File: config.mk
export PLATFORM = sky130hd
export DESIGN_NAME = angc_regs
export DESIGN_NICKNAME = d
export VERILOG_FILES = /design/src/rtl/angc_pkg.sv /design/src/rtl/angc_regs.sv
export SDC_FILE = /design/constraint.sdc
export NUM_CORES = 1
export LEC_CHECK = 0
export CORE_ASPECT_RATIO = 0.9
export CORE_UTILIZATION = 50
export CTS_CLUSTER_SIZE = 28
export DETAILED_ROUTE_END_ITERATION = 7
export DONT_BUFFER_PORTS = 1
export GPL_TIMING_DRIVEN = 0
export MAX_ROUTING_LAYER = met4
export PLACE_DENSITY_LB_ADDON = 0.05
export SYNTH_ARGS = -nofsm -noshare
export SYNTH_HDL_FRONTEND = slang
export SYNTH_SLANG_ARGS = --single-unit
File: constraint.sdc
create_clock -name i_ref_clk -period 1.4 [get_ports i_ref_clk]
set_input_delay 0.07 -clock i_ref_clk [delete_from_list [all_inputs] [get_ports i_ref_clk]]
set_output_delay 0.07 -clock i_ref_clk [all_outputs]
set_load 0.1 [all_outputs]
File: src/rtl/angc_pkg.sv
package angc_pkg;

  // Register addresses on the management interface
  localparam logic [4:0] ANGC_ADDR_EXPANSION = 5'h06;
  localparam logic [4:0] ANGC_ADDR_NP_TX = 5'h07;
  localparam logic [4:0] ANGC_ADDR_PARTNER_NP = 5'h08;
  localparam logic [4:0] ANGC_ADDR_GIG_CTRL = 5'h09;

  // Expansion register bit positions
  localparam int ANGC_EXP_PD_FAULT = 4;
  localparam int ANGC_EXP_LP_NP_ABLE = 3;
  localparam int ANGC_EXP_LOCAL_NP = 2;
  localparam int ANGC_EXP_PAGE_RX = 1;
  localparam int ANGC_EXP_LP_AN_ABLE = 0;

  // Reset values and the fixed local next page bit
  localparam logic ANGC_RST_MSG_PAGE = 1'h1;
  localparam logic [10:0] ANGC_RST_NP_CODE = 11'h3FF;
  localparam logic [2:0] ANGC_RST_TEST_MODE = 3'h0;
  localparam logic [15:0] ANGC_RST_WORD = 16'h0000;
  localparam logic ANGC_LOCAL_NP_CAPABLE = 1'h1;

  // One next page link code word, bit 15 down to bit 0
  typedef struct packed {
    logic more_pages;
    logic ack;
    logic msg_page;
    logic ack2;
    logic toggle;
    logic [10:0] code;
  } angc_page_s;

  // Gigabit control, upper byte of the register
  typedef struct packed {
    logic [2:0] test_mode;
    logic ms_manual;
    logic ms_master;
    logic port_multi;
    logic adv_full;
    logic adv_half;
  } angc_gig_ctrl_s;

  typedef enum logic [2:0] {
    ANGC_TM_NORMAL,
    ANGC_TM_TX_WAVEFORM,
    ANGC_TM_MASTER_JITTER,
    ANGC_TM_SLAVE_JITTER,
    ANGC_TM_DISTORTION,
    ANGC_TM_RESERVED
  } angc_test_mode_e;

endpackage : angc_pkg

File: src/rtl/angc_regs.sv
`timescale 1ns/100ps
// Behaviour
// - Expansion bits 15:5 read zero, writes ignored
// - Parallel detection fault latches high in bit 4
// - Bit 3 shows partner next page capability
// - Bit 2 reads one: local next page capable
// - Bit 1 latches high on each new page
// - Bit 0 shows partner auto-negotiation ability
// - Host sets more-pages, message page, compliance bits
// - Toggle bit is inverse of last sent toggle
// - Host writes 11-bit code, resets to 3FF
// - Received partner page stored read-only, resets zero
// - Bits 15:13 decode test mode, reserved codes
// - Bit 12 selects manual master/slave configuration
// - Bit 11 master/slave value, gated by manual except in o_tech_ext
// - Bit 10 port type steers automatic preference
// - Bit 9 gates gigabit full-duplex advertisement
// - Bit 8 half-duplex advert, unsupported, keep zero
// - Control bits 12:8 extend base page abilities
module angc_regs (
  // Clock and reset
  input wire logic i_ref_clk,
  input wire logic i_sys_rst,
  // Management register access
  input wire logic [4:0] i_reg_addr,
  input wire logic i_reg_wr,
  input wire logic [15:0] i_reg_wdata,
  input wire logic i_reg_rd,
  output logic [15:0] o_reg_rdata,
  output logic o_reg_rvalid,
  // Status from the auto-negotiation engine
  input wire logic i_pd_fault,
  input wire logic i_lp_np_able,
  input wire logic i_lp_an_able,
  input wire logic i_page_rx,
  input wire angc_pkg::angc_page_s i_page_word,
  input wire logic i_lcw_sent,
  input wire logic i_lcw_toggle,
  // Controls to the auto-negotiation engine
  output angc_pkg::angc_page_s o_np_tx,
  output angc_pkg::angc_test_mode_e o_test_mode,
  output logic o_test_reserved,
  output logic o_ms_manual,
  output logic o_ms_master,
  output logic o_prefer_master,
  output logic o_adv_1000_full,
  output logic o_adv_1000_half,
  output logic [4:0] o_tech_ext
);
  import angc_pkg::*;

  logic pd_fault_q;
  logic page_rx_q;
  logic toggle_q;
  logic np_more_q;
  logic np_msg_q;
  logic np_ack2_q;
  logic [10:0] np_code_q;
  angc_page_s lp_page_q;
  angc_gig_ctrl_s gig_q;
  logic [15:0] rdata_d;
  logic rd_exp;

  function automatic logic hit(input logic [4:0] addr, input logic [4:0] reg_addr);
    hit = (addr == reg_addr);
  endfunction : hit

  assign rd_exp = i_reg_rd && hit(i_reg_addr, ANGC_ADDR_EXPANSION);

  // Set beats the read clear so no event is lost
  always_ff @(posedge i_ref_clk) begin
    if (i_sys_rst) begin
      pd_fault_q <= 1'b0;
      page_rx_q <= 1'b0;
    end else begin
      pd_fault_q <= i_pd_fault | (pd_fault_q & ~rd_exp);
      page_rx_q <= i_page_rx | (page_rx_q & ~rd_exp);
    end
  end

  // Page captured on the same edge as its flag
  always_ff @(posedge i_ref_clk) begin
    if (i_sys_rst) begin
      lp_page_q <= angc_page_s'(ANGC_RST_WORD);
    end else if (i_page_rx) begin
      lp_page_q <= i_page_word;
    end
  end

  always_ff @(posedge i_ref_clk) begin
    if (i_sys_rst) begin
      toggle_q <= 1'b0;
    end else if (i_lcw_sent) begin
      toggle_q <= ~i_lcw_toggle;
    end
  end

  always_ff @(posedge i_ref_clk) begin
    if (i_sys_rst) begin
      np_more_q <= 1'b0;
      np_msg_q <= ANGC_RST_MSG_PAGE;
      np_ack2_q <= 1'b0;
      np_code_q <= ANGC_RST_NP_CODE;
    end else if (i_reg_wr && hit(i_reg_addr, ANGC_ADDR_NP_TX)) begin
      np_more_q <= i_reg_wdata[15];
      np_msg_q <= i_reg_wdata[13];
      np_ack2_q <= i_reg_wdata[12];
      np_code_q <= i_reg_wdata[10:0];
    end
  end

  // Low byte is not stored; host keeps it zero
  always_ff @(posedge i_ref_clk) begin
    if (i_sys_rst) begin
      gig_q <= '{test_mode: ANGC_RST_TEST_MODE, default: 1'b0};
    end else if (i_reg_wr && hit(i_reg_addr, ANGC_ADDR_GIG_CTRL)) begin
      gig_q <= angc_gig_ctrl_s'(i_reg_wdata[15:8]);
    end
  end

  always_comb begin
    rdata_d = 16'h0000;
    case (i_reg_addr)
      ANGC_ADDR_EXPANSION: begin
        rdata_d[ANGC_EXP_PD_FAULT] = pd_fault_q;
        rdata_d[ANGC_EXP_LP_NP_ABLE] = i_lp_np_able;
        rdata_d[ANGC_EXP_LOCAL_NP] = ANGC_LOCAL_NP_CAPABLE;
        rdata_d[ANGC_EXP_PAGE_RX] = page_rx_q;
        rdata_d[ANGC_EXP_LP_AN_ABLE] = i_lp_an_able;
      end
      ANGC_ADDR_NP_TX: begin
        rdata_d = o_np_tx;
      end
      ANGC_ADDR_PARTNER_NP: begin
        rdata_d = lp_page_q;
      end
      ANGC_ADDR_GIG_CTRL: begin
        rdata_d[15:8] = gig_q;
      end
      default: begin
        rdata_d = 16'h0000;
      end
    endcase
  end

  // Read data registered; flags clear on this same edge
  always_ff @(posedge i_ref_clk) begin
    if (i_sys_rst) begin
      o_reg_rdata <= 16'h0000;
      o_reg_rvalid <= 1'b0;
    end else begin
      o_reg_rvalid <= i_reg_rd;
      if (i_reg_rd) begin
        o_reg_rdata <= rdata_d;
      end
    end
  end

  assign o_np_tx = '{more_pages: np_more_q, ack: 1'b0, msg_page: np_msg_q,
                     ack2: np_ack2_q, toggle: toggle_q, code: np_code_q};

  always_comb begin
    o_test_reserved = 1'b0;
    case (gig_q.test_mode)
      3'h0: o_test_mode = ANGC_TM_NORMAL;
      3'h1: o_test_mode = ANGC_TM_TX_WAVEFORM;
      3'h2: o_test_mode = ANGC_TM_MASTER_JITTER;
      3'h3: o_test_mode = ANGC_TM_SLAVE_JITTER;
      3'h4: o_test_mode = ANGC_TM_DISTORTION;
      default: begin
        o_test_mode = ANGC_TM_RESERVED;
        o_test_reserved = 1'b1;
      end
    endcase
  end

  assign o_ms_manual = gig_q.ms_manual;
  // Value bit masked when not manual
  assign o_ms_master = gig_q.ms_manual & gig_q.ms_master;
  assign o_prefer_master = gig_q.ms_manual ? gig_q.ms_master : gig_q.port_multi;
  assign o_adv_1000_full = gig_q.adv_full;
  // Passed through as written; the engine does not run half duplex
  assign o_adv_1000_half = gig_q.adv_half;
  assign o_tech_ext = {gig_q.ms_manual, gig_q.ms_master, gig_q.port_multi,
                       gig_q.adv_full, gig_q.adv_half};

endmodule : angc_regs

* Word level (Yosys, flattened, before mapping) *
Index checks and enable logic that the tools add are counted.

operators by class
  $add $sub $neg = 0
  divide/modulo/power cells = 0
  reductions and logical operators = 5
  shift operators = 0
  bitwise gates (word level) = 7
  eq/ne operators = 8
  multiply operators = 0
  mux-type cells = 6
  order comparisons = 0

operators with widths
  cell                  number
  $pmux W8 S3           1
  $pmux W3 S5           1
  $pmux W5 S3           1
  $eq A5 B3 Y1 const B  2
  $eq A5 B4 Y1 const B  2
  $eq A3 B2 Y1 const B  2
  $pmux W3 S2           1
  $reduce_or A5 Y1      1
  $and A1 B1 Y1         3
  $eq A3 B1 Y1 const B  1
  $eq A3 B3 Y1 const B  1
  $logic_and A1 B1 Y1   3
  $logic_not A3 Y1      1
  $mux W1               2
  $not A1 Y1            2
  $or A1 B1 Y1          2

word-level totals
  bits in registers = 58
  memories kept = 0
  latch bits = 0
  ROM bits = 0
  bits in writable memories = 0

* Depth between registers and ports, before layout *
Gate-level depths: netlist of run 1.

  depth after elaboration = 5
  gate-level depth with buffers = 6

* Worst setup path after synthesis of run 1 *
No wires, ideal clock.

  kind = register -> output
  start point = reg gig_q, in the netlist o_ms_manual
  end point = out o_ms_master
  arrival = 1,856 ps
  required time = 1,330 ps
  stages on the path, launching flop included = 2
  path slack = -526 ps
  cell sequence = dfxtp_1 > and2_1

between the ends
  cells in the longest elaborated chain, start to end = 1

RTL lines
  what                      line              source
  start: declaration        angc_regs.sv:60   angc_gig_ctrl_s gig_q;
  start signal: assignment  angc_regs.sv:117  gig_q <= angc_gig_ctrl_s'(i_reg_wdata[15:8]);
  $and A1 B1 Y1             angc_regs.sv:179  assign o_ms_master = gig_q.ms_manual & gig_q.ms_master;
  end: declaration          angc_regs.sv:44   output logic o_ms_master,

No other way between the ends.

* Worst setup path in the final report of run 1 *
  start point = reg gig_q, in the netlist o_ms_manual
  end point = out o_prefer_master

between the ends
  cells in the longest elaborated chain, start to end = 1

RTL lines
  what              line              source
  $mux W1           angc_regs.sv:180  assign o_prefer_master = gig_q.ms_manual ? gig_q.ms_master : gig_q.port_multi;
  end: declaration  angc_regs.sv:45   output logic o_prefer_master,

No other way between the ends.

==> summary.txt, run 1 <==
Status
  • Status: finished, violations left
  • Violated checks: setup timing

Layout
  • Nets: 379
  • Ant. Diodes: 0
  • Sequential cell area: 0.00120 mm²
  • Area of the multi-input gates: 0.00117 mm²
  • Area Overhead vs Synth: 28.9%
  • Layout cell share with drive strength beyond 1: 0.205
  • Filler instances: 397
  • Post-Layout Inst Area: 0.00321 mm²
  • Layout Utilization: 0.698

Yosys
  • Synth Cell Area: around 0.0025 mm²
  • Post-synth top cells: 58 x dfxtp_1, 48 x nand2_1, 33 x nor2_1, 20 x mux2i_1, 15 x a21oi_1
  • Yosys warning count: 0
  • Synth async-reset ratio: 0
  • Sequential element share of the synthesized area: 0.466
  • Post-synthesis cell count: 282
  • Top-count cell post-synth: dfxtp_1
  • Area leader, netlist: dfxtp_1
  • Syn_area_per_cell: 8.84 µm²
  • Most used DFF post-synth: dfxtp_1
  • Synth top area cells: dfxtp_1 47%, mux2i_1 8.0%, nand2_1 7.2%
  • Unique cell type count in the Yosys netlist: 34
  • Synth top area share: 0.466
  • Flops & latches, synth: 58
  • EDFF count, synth: 0
  • Mapped Nets: 329

Power and ir drop
  • VDD IR max: 0.683 mV
  • Total power per unit cell area: 1100 mW/mm²
  • P_leak: about 1.2 nW

Flow run
  • Maximum capacitance violations: 0

Timing
  • Max-slew violations: 0
  • Final Setup Violations: 1
  • Worst slew pin tran: around 1 ns
  • RSZ-0062 raised after global routing: true
  • Setup Skew: 0.00465 ns
  • Final worst slack: -0.0554 ns
  • Final Hold Vio Count: 0
  • Fin crit share: 1.04
  • Post-layout minimum cycle time: 1.46 ns
  • Max Freq: 0.687 GHz
  • Worst relative slew slack: 0.351

Worst setup path
  • Slowest CP cell: dfxtp_4
  • R2R setup slack: 0.11 ns
  • Crit start category: register
  • Worst EP required: 1.33 ns
  • Worst Setup SP: o_ms_manual$_SDFFE_PP0P_
  • Worst-path fanout max: 6
  • Worst r2r src: np_code_q[2]$_SDFFE_PP1P_
  • Slowest Stage Delay on Critical Path: 0.57 ns
  • CP arrival: about 1.4 ns
  • Crit end category: output pin
  • Worst Path Buf+Inv: 0
  • Crit Path Category: register to output pin
  • Crit-path cells: mux2_4
  • Family with the most delay on the worst path: flip-flops

Clock network
  • Post-CTS setup buffers: 0
  • CTS tree: built
  • CTS Sinks: 58
  • Clock transition at path regs: 0.07 ns
  • Clk root buf: clkbuf_8
  • Later-pin clock latency in the skew report: 0.33 ns
  • H-tree depth: 3
  • Clock buffer depth: 2
  • CTS Buf Count: 9

Route
  • Routed len/inst: roughly 17 µm
  • DR WL met3: 431 µm
  • Iteration-0 DRC Markers: 122
  • Total Wirelength: between 6000 and 7000 µm
  • Highest metal used: met4
  • Final ANT Viol Nets: 0
  • DRC: 0
  • Met1 wire length: 3130 µm
  • Via density: around 5.4
  • First drt pass iteration count: 4
  • Met2 wire len: 2940 µm
  • Via count: 2159

Global routing
  • Pin count of the biggest net entering global routing: 11
  • Initial antenna violation count: 0
  • Global-route wire length before repair: 10400 µm
  • GRT overflow: 0
  • Vias in the first global route: 2013
  • Total track usage: 0.276

Place
  • Cell area after placement: 0.00259 mm²
  • Placer Congestion: 0.851
  • Detail Placement HPWL: approximately 4500 µm
  • Port bufs: 0

Die
  • Core area: 0.00460 mm²
  • Starting density of the core: 0.541
  • Ports: 94
  • Cell row count: 23
  • Die area: 0.00527 mm²
  • Die W: 76.4 µm
  • Die Height: 69.0 µm

Hold path
  • Critical hold path startpoint: i_reg_addr[4]
  • Hold WC Path Type: primary input to register
-- logic make-up after synthesis --
| family | after synthesis | share of synthesized area |
|---|---|---|
| buffers and inverters | 33 | 0.0758 |
| and+or+nand+nor | 113 | 0.212 |
| AOI/OAI and AO/OA | 52 | 0.142 |
| other | 1 | 0.00150 |
| muxes | 25 | 0.103 |
| DFF | 58 | 0.466 |
-- placed cells by master, fill, tap and decap left out, drive strengths merged, types with 2 or more instances in the layout --
master	count
nand2	48
a311oi	4
a22oi	9
nor3	9
mux2i	20
nor2b	2
clkbuf	23
nand2b	2
a221oi	6
mux2	5
nand3b	12
inv	6
buf	18
a21oi	15
dlygate4sd3	39
nor2	34
clkinv	2
o21ai	13
dfxtp	58
-- sequential cells by signal, summed over array words and instances (netlist names) --
signal,flops
np_ack2_q,1
o_adv_1000_full,1
np_code_q,11
toggle_q,1
np_more_q,1
o_reg_rvalid,1
lp_page_q,16
np_msg_q,1
o_ms_manual,1
o_reg_rdata,16
page_rx_q,1
gig_q,3
pd_fault_q,1
o_adv_1000_half,1
o_tech_ext,2
-- stage by stage --
stage                     TNS (ns)  hold slack, ns  power, mW  std cells  setup WS, ns
after global routing        -0.117          0.0479       3.70        399       -0.0917
after floorplan                  0           0.165       2.04        282        0.0377
final                      -0.0554          0.0743       3.54        399       -0.0554
after CTS                  -0.0867          0.0325       3.57        399       -0.0666
after detailed placement    -0.578           0.169       2.08        344        -0.144
after global placement      -0.270           0.167       2.08        344        -0.125
-- power by group --
group / total (mW) / internal [mW] / switching (mW) / leakage, nW
logic: 0.340 / 0.159 / 0.181 / 0.673
clock network: 1.40 / 0.783 / 0.616 / 0.0965
registers: 1.80 / 1.69 / 0.111 / 0.475
-- final timing paths --
check | end | depth (start not counted)
hold / removal | o_reg_rdata[2]$_SDFFE_PP0P_ | 3
setup reg to reg | o_reg_rdata[2]$_SDFFE_PP0P_ | 4
setup / recovery | o_prefer_master | 1
hold reg to reg | pd_fault_q$_SDFF_PP0_ | 2
-- cell type report --
cell class,instances,area share
timing repair buffer,39,0.121
sequential,58,0.373
inverter,6,0.00701
multi-input combinational,191,0.364
clock buffer,14,0.0537
tap,62,0.0241
clock inverter,2,0.00312
buffer,27,0.0530
-- per-layer routing --
layer,vias to the layer above,global-route usage
li1,1061,-
met1,1008,0.356
met2,80,0.396
met3,10,0.0987
met4,0,0.106
met5,-,-
-- what timing repair did --
item	4_1_cts	5_1_grt
hold buffers	39	0
hold endpoints to repair	46	0
gates resized for setup	12	7
endpoints found under the setup margin	13	8
pin swaps	0	1
No activity file was read; power rests on OpenSTA's default activity.
==> run 2, diff against run 1 <==
PLACE_DENSITY = 0.7   (was unset)
PLACE_DENSITY_LB_ADDON = unset   (was 0.05)
==> summary.txt, run 2 (synthesized netlist as in run 1, its figures left out) <==
Route
  • Routed len/inst: 16.4 µm (-0.46%)
  • Iteration-0 DRC Markers: 110 (-9.8%)
  • DRC: 0 (unchanged)
  • Via density: 5.45 (+0.74%)
  • Total Wirelength: 6560 µm (-0.46%)
  • Via count: 2175 (+0.74%)
  • First drt pass iteration count: 5 (+1)
  • Final ANT Viol Nets: 0 (unchanged)

Worst setup path
  • Worst r2r src: np_code_q[2]$_SDFFE_PP1P_
  • CP arrival: 1.40 ns (about the same)
  • Worst EP required: 1.33 ns (about the same)
  • Worst Path Buf+Inv: 0 (unchanged)
  • Slowest CP cell: dfxtp_4
  • Family with the most delay on the worst path: flip-flops
  • Crit start category: register
  • Slowest Stage Delay on Critical Path: 0.58 ns (about the same)
  • Worst Setup SP: o_ms_manual$_SDFFE_PP0P_
  • Crit end category: output pin
  • Crit-path cells: mux2_4
  • Worst-path fanout max: 6 (unchanged)
  • Crit Path Category: register to output pin

Clock network
  • Clk root buf: clkbuf_8
  • CTS tree: built
  • Clock transition at path regs: 0.07 ns (about the same)
  • H-tree depth: 3 (unchanged)
  • Post-CTS setup buffers: 0 (unchanged)
  • CTS Buf Count: 9 (unchanged)
  • Later-pin clock latency in the skew report: 0.34 ns (about the same)
  • CTS Sinks: 58 (unchanged)
  • Clock buffer depth: 2 (unchanged)

Layout
  • Final Non-Filler Cells: 399 (unchanged)
  • Nets: 379 (unchanged)
  • Layout cell share with drive strength beyond 1: 0.226 (+0.0208)
  • Area of the multi-input gates: 0.00117 mm² (unchanged)
  • Sequential cell area: 0.00120 mm² (+0.52%)
  • Commonest non-fill, non-tap cell in the layout: nand2_1
  • Area Overhead vs Synth: 31.2%
  • Layout Utilization: 0.710 (+0.0125)
  • Top flop regs: lp_page_q: 16 flops, o_reg_rdata: 16 flops, np_code_q: 11 flops
  • Filler instances: 360 (-9.3%)
  • Most frequent cells in the layout: 48 x nand2_1, 39 x dlygate4sd3_1, 33 x nor2_1, 33 x dfxtp_1
  • Ant. Diodes: 0 (unchanged)

Timing
  • Setup Skew: 0.00732 ns (+0.00268 ns)
  • Fin crit share: 1.05 (+0.0101)
  • Final Setup Violations: 2 (+1)
  • Max Freq: 0.681 GHz (-0.96%)
  • Post-layout minimum cycle time: 1.47 ns (+0.0141 ns)
  • RSZ-0062 raised after global routing: true
  • Worst slew pin tran: 0.974 ns (+0.00208 ns)
  • Worst relative slew slack: 0.349 (-0.00139)
  • Final worst slack: -0.0695 ns (-0.0141 ns)
  • Max-slew violations: 0 (unchanged)
  • Final Hold Vio Count: 0 (unchanged)

Status
  • Status: finished, violations left
  • Violated checks: setup timing

Power and ir drop
  • Tot Pwr: 3.98 mW (+12%)
  • VDD IR max: 0.709 mV (+3.8%)
  • P_leak: 1.27 nW (+2.3%)
  • Total power per unit cell area: 1220 mW/mm² (+10%)

Hold path
  • Hold WC Path Type: primary input to register
  • Critical hold path startpoint: i_reg_addr[4]

Place
  • Detail Placement HPWL: 4390 µm (-1.7%)
  • Placer Congestion: 0.860 (+1.0%)
  • Placed Instances: 344 (unchanged)
  • Port bufs: 0 (unchanged)

Global routing
  • Initial antenna violation count: 0 (unchanged)
  • Total track usage: 0.275 (-0.000908)
  • GRT overflow: 0 (unchanged)
  • Vias in the first global route: 2110 (+4.8%)
  • Global-route wire length before repair: 10500 µm (+0.73%)
  • Pin count of the biggest net entering global routing: 11 (unchanged)

Die
  • Cell row count: 23 (unchanged)
  • Die W: 76.4 µm (unchanged)
  • Die area: 0.00527 mm² (unchanged)
  • Ports: 94 (unchanged)
  • Die Height: 69.0 µm (unchanged)
  • Core area: 0.00460 mm² (unchanged)
  • Starting density of the core: 0.541 (unchanged)

Flow run
  • Maximum capacitance violations: 0 (unchanged)
[run 2: per-layer routing]
| metal | GRT usage | wire length, µm | vias up |
|---|---|---|---|
| met3 | 0.0987 | 480 | 11 |
| met2 | 0.408 | 2920 | 86 |
| met5 | - | 0 | - |
| met4 | 0.115 | 99 | 0 |
| li1 | - | - | 1067 |
| met1 | 0.342 | 3060 | 1011 |
[run 2: final timing paths]
path | to | slack (ns) | cells after the start
max | o_prefer_master | -0.07 | 1
min | o_reg_rdata[2]$_SDFFE_PP0P_ | 0.04 | 3
max reg2reg | o_reg_rdata[2]$_SDFFE_PP0P_ | 0.12 | 4
min reg2reg | o_reg_rdata[4]$_SDFFE_PP0P_ | 0.47 | 2
[run 2: repair_timing]
action | CTS | global route
hold endpoints to repair | 47 | 0
hold buffers | 39 | 0
resized for setup | 12 | 14
setup endpoints to repair | 13 | 13
pin swaps | 0 | 1
[run 2: metrics by stage]
| stage | worst slack, ns | area (µm²) | hold WS [ns] | setup TNS [ns] |
|---|---|---|---|---|
| 2_1_floorplan | 0.0377 | 2520 | 0.165 | 0 |
| 3_3_place_gp | -0.128 | 2590 | 0.169 | -0.226 |
| 3_5_place_dp | -0.141 | 2590 | 0.169 | -0.349 |
| 4_1_cts | -0.0752 | 3240 | 0.0258 | -0.0951 |
| 5_1_grt | -0.0914 | 3270 | 0.0616 | -0.115 |
| 6_report | -0.0695 | 3270 | 0.0420 | -0.0724 |
[run 2: layout make-up]
cell class	count	area share
repair buffers	39	0.119
plain buffers	27	0.0524
multi-input cells	191	0.358
inverters	6	0.00689
clock inverters	6	0.0321
flip-flops and latches	58	0.368
clock buffers	10	0.0390
well taps	62	0.0237
[run 2: worst min-delay path, delay by kind of cell]
family	cells	cell delay, ns
AOI/OAI and AO/OA	2	0.24
and+or+nand+nor	1	0.03
[run 2: power by group]
| part | total, mW | internal, mW | switching, mW |
|---|---|---|---|
| Sequential | 1.80 | 1.69 | 0.111 |
| Clock | 1.84 | 1.17 | 0.665 |
| Combinational | 0.339 | 0.159 | 0.180 |
| Total | 3.98 | 3.02 | 0.955 |
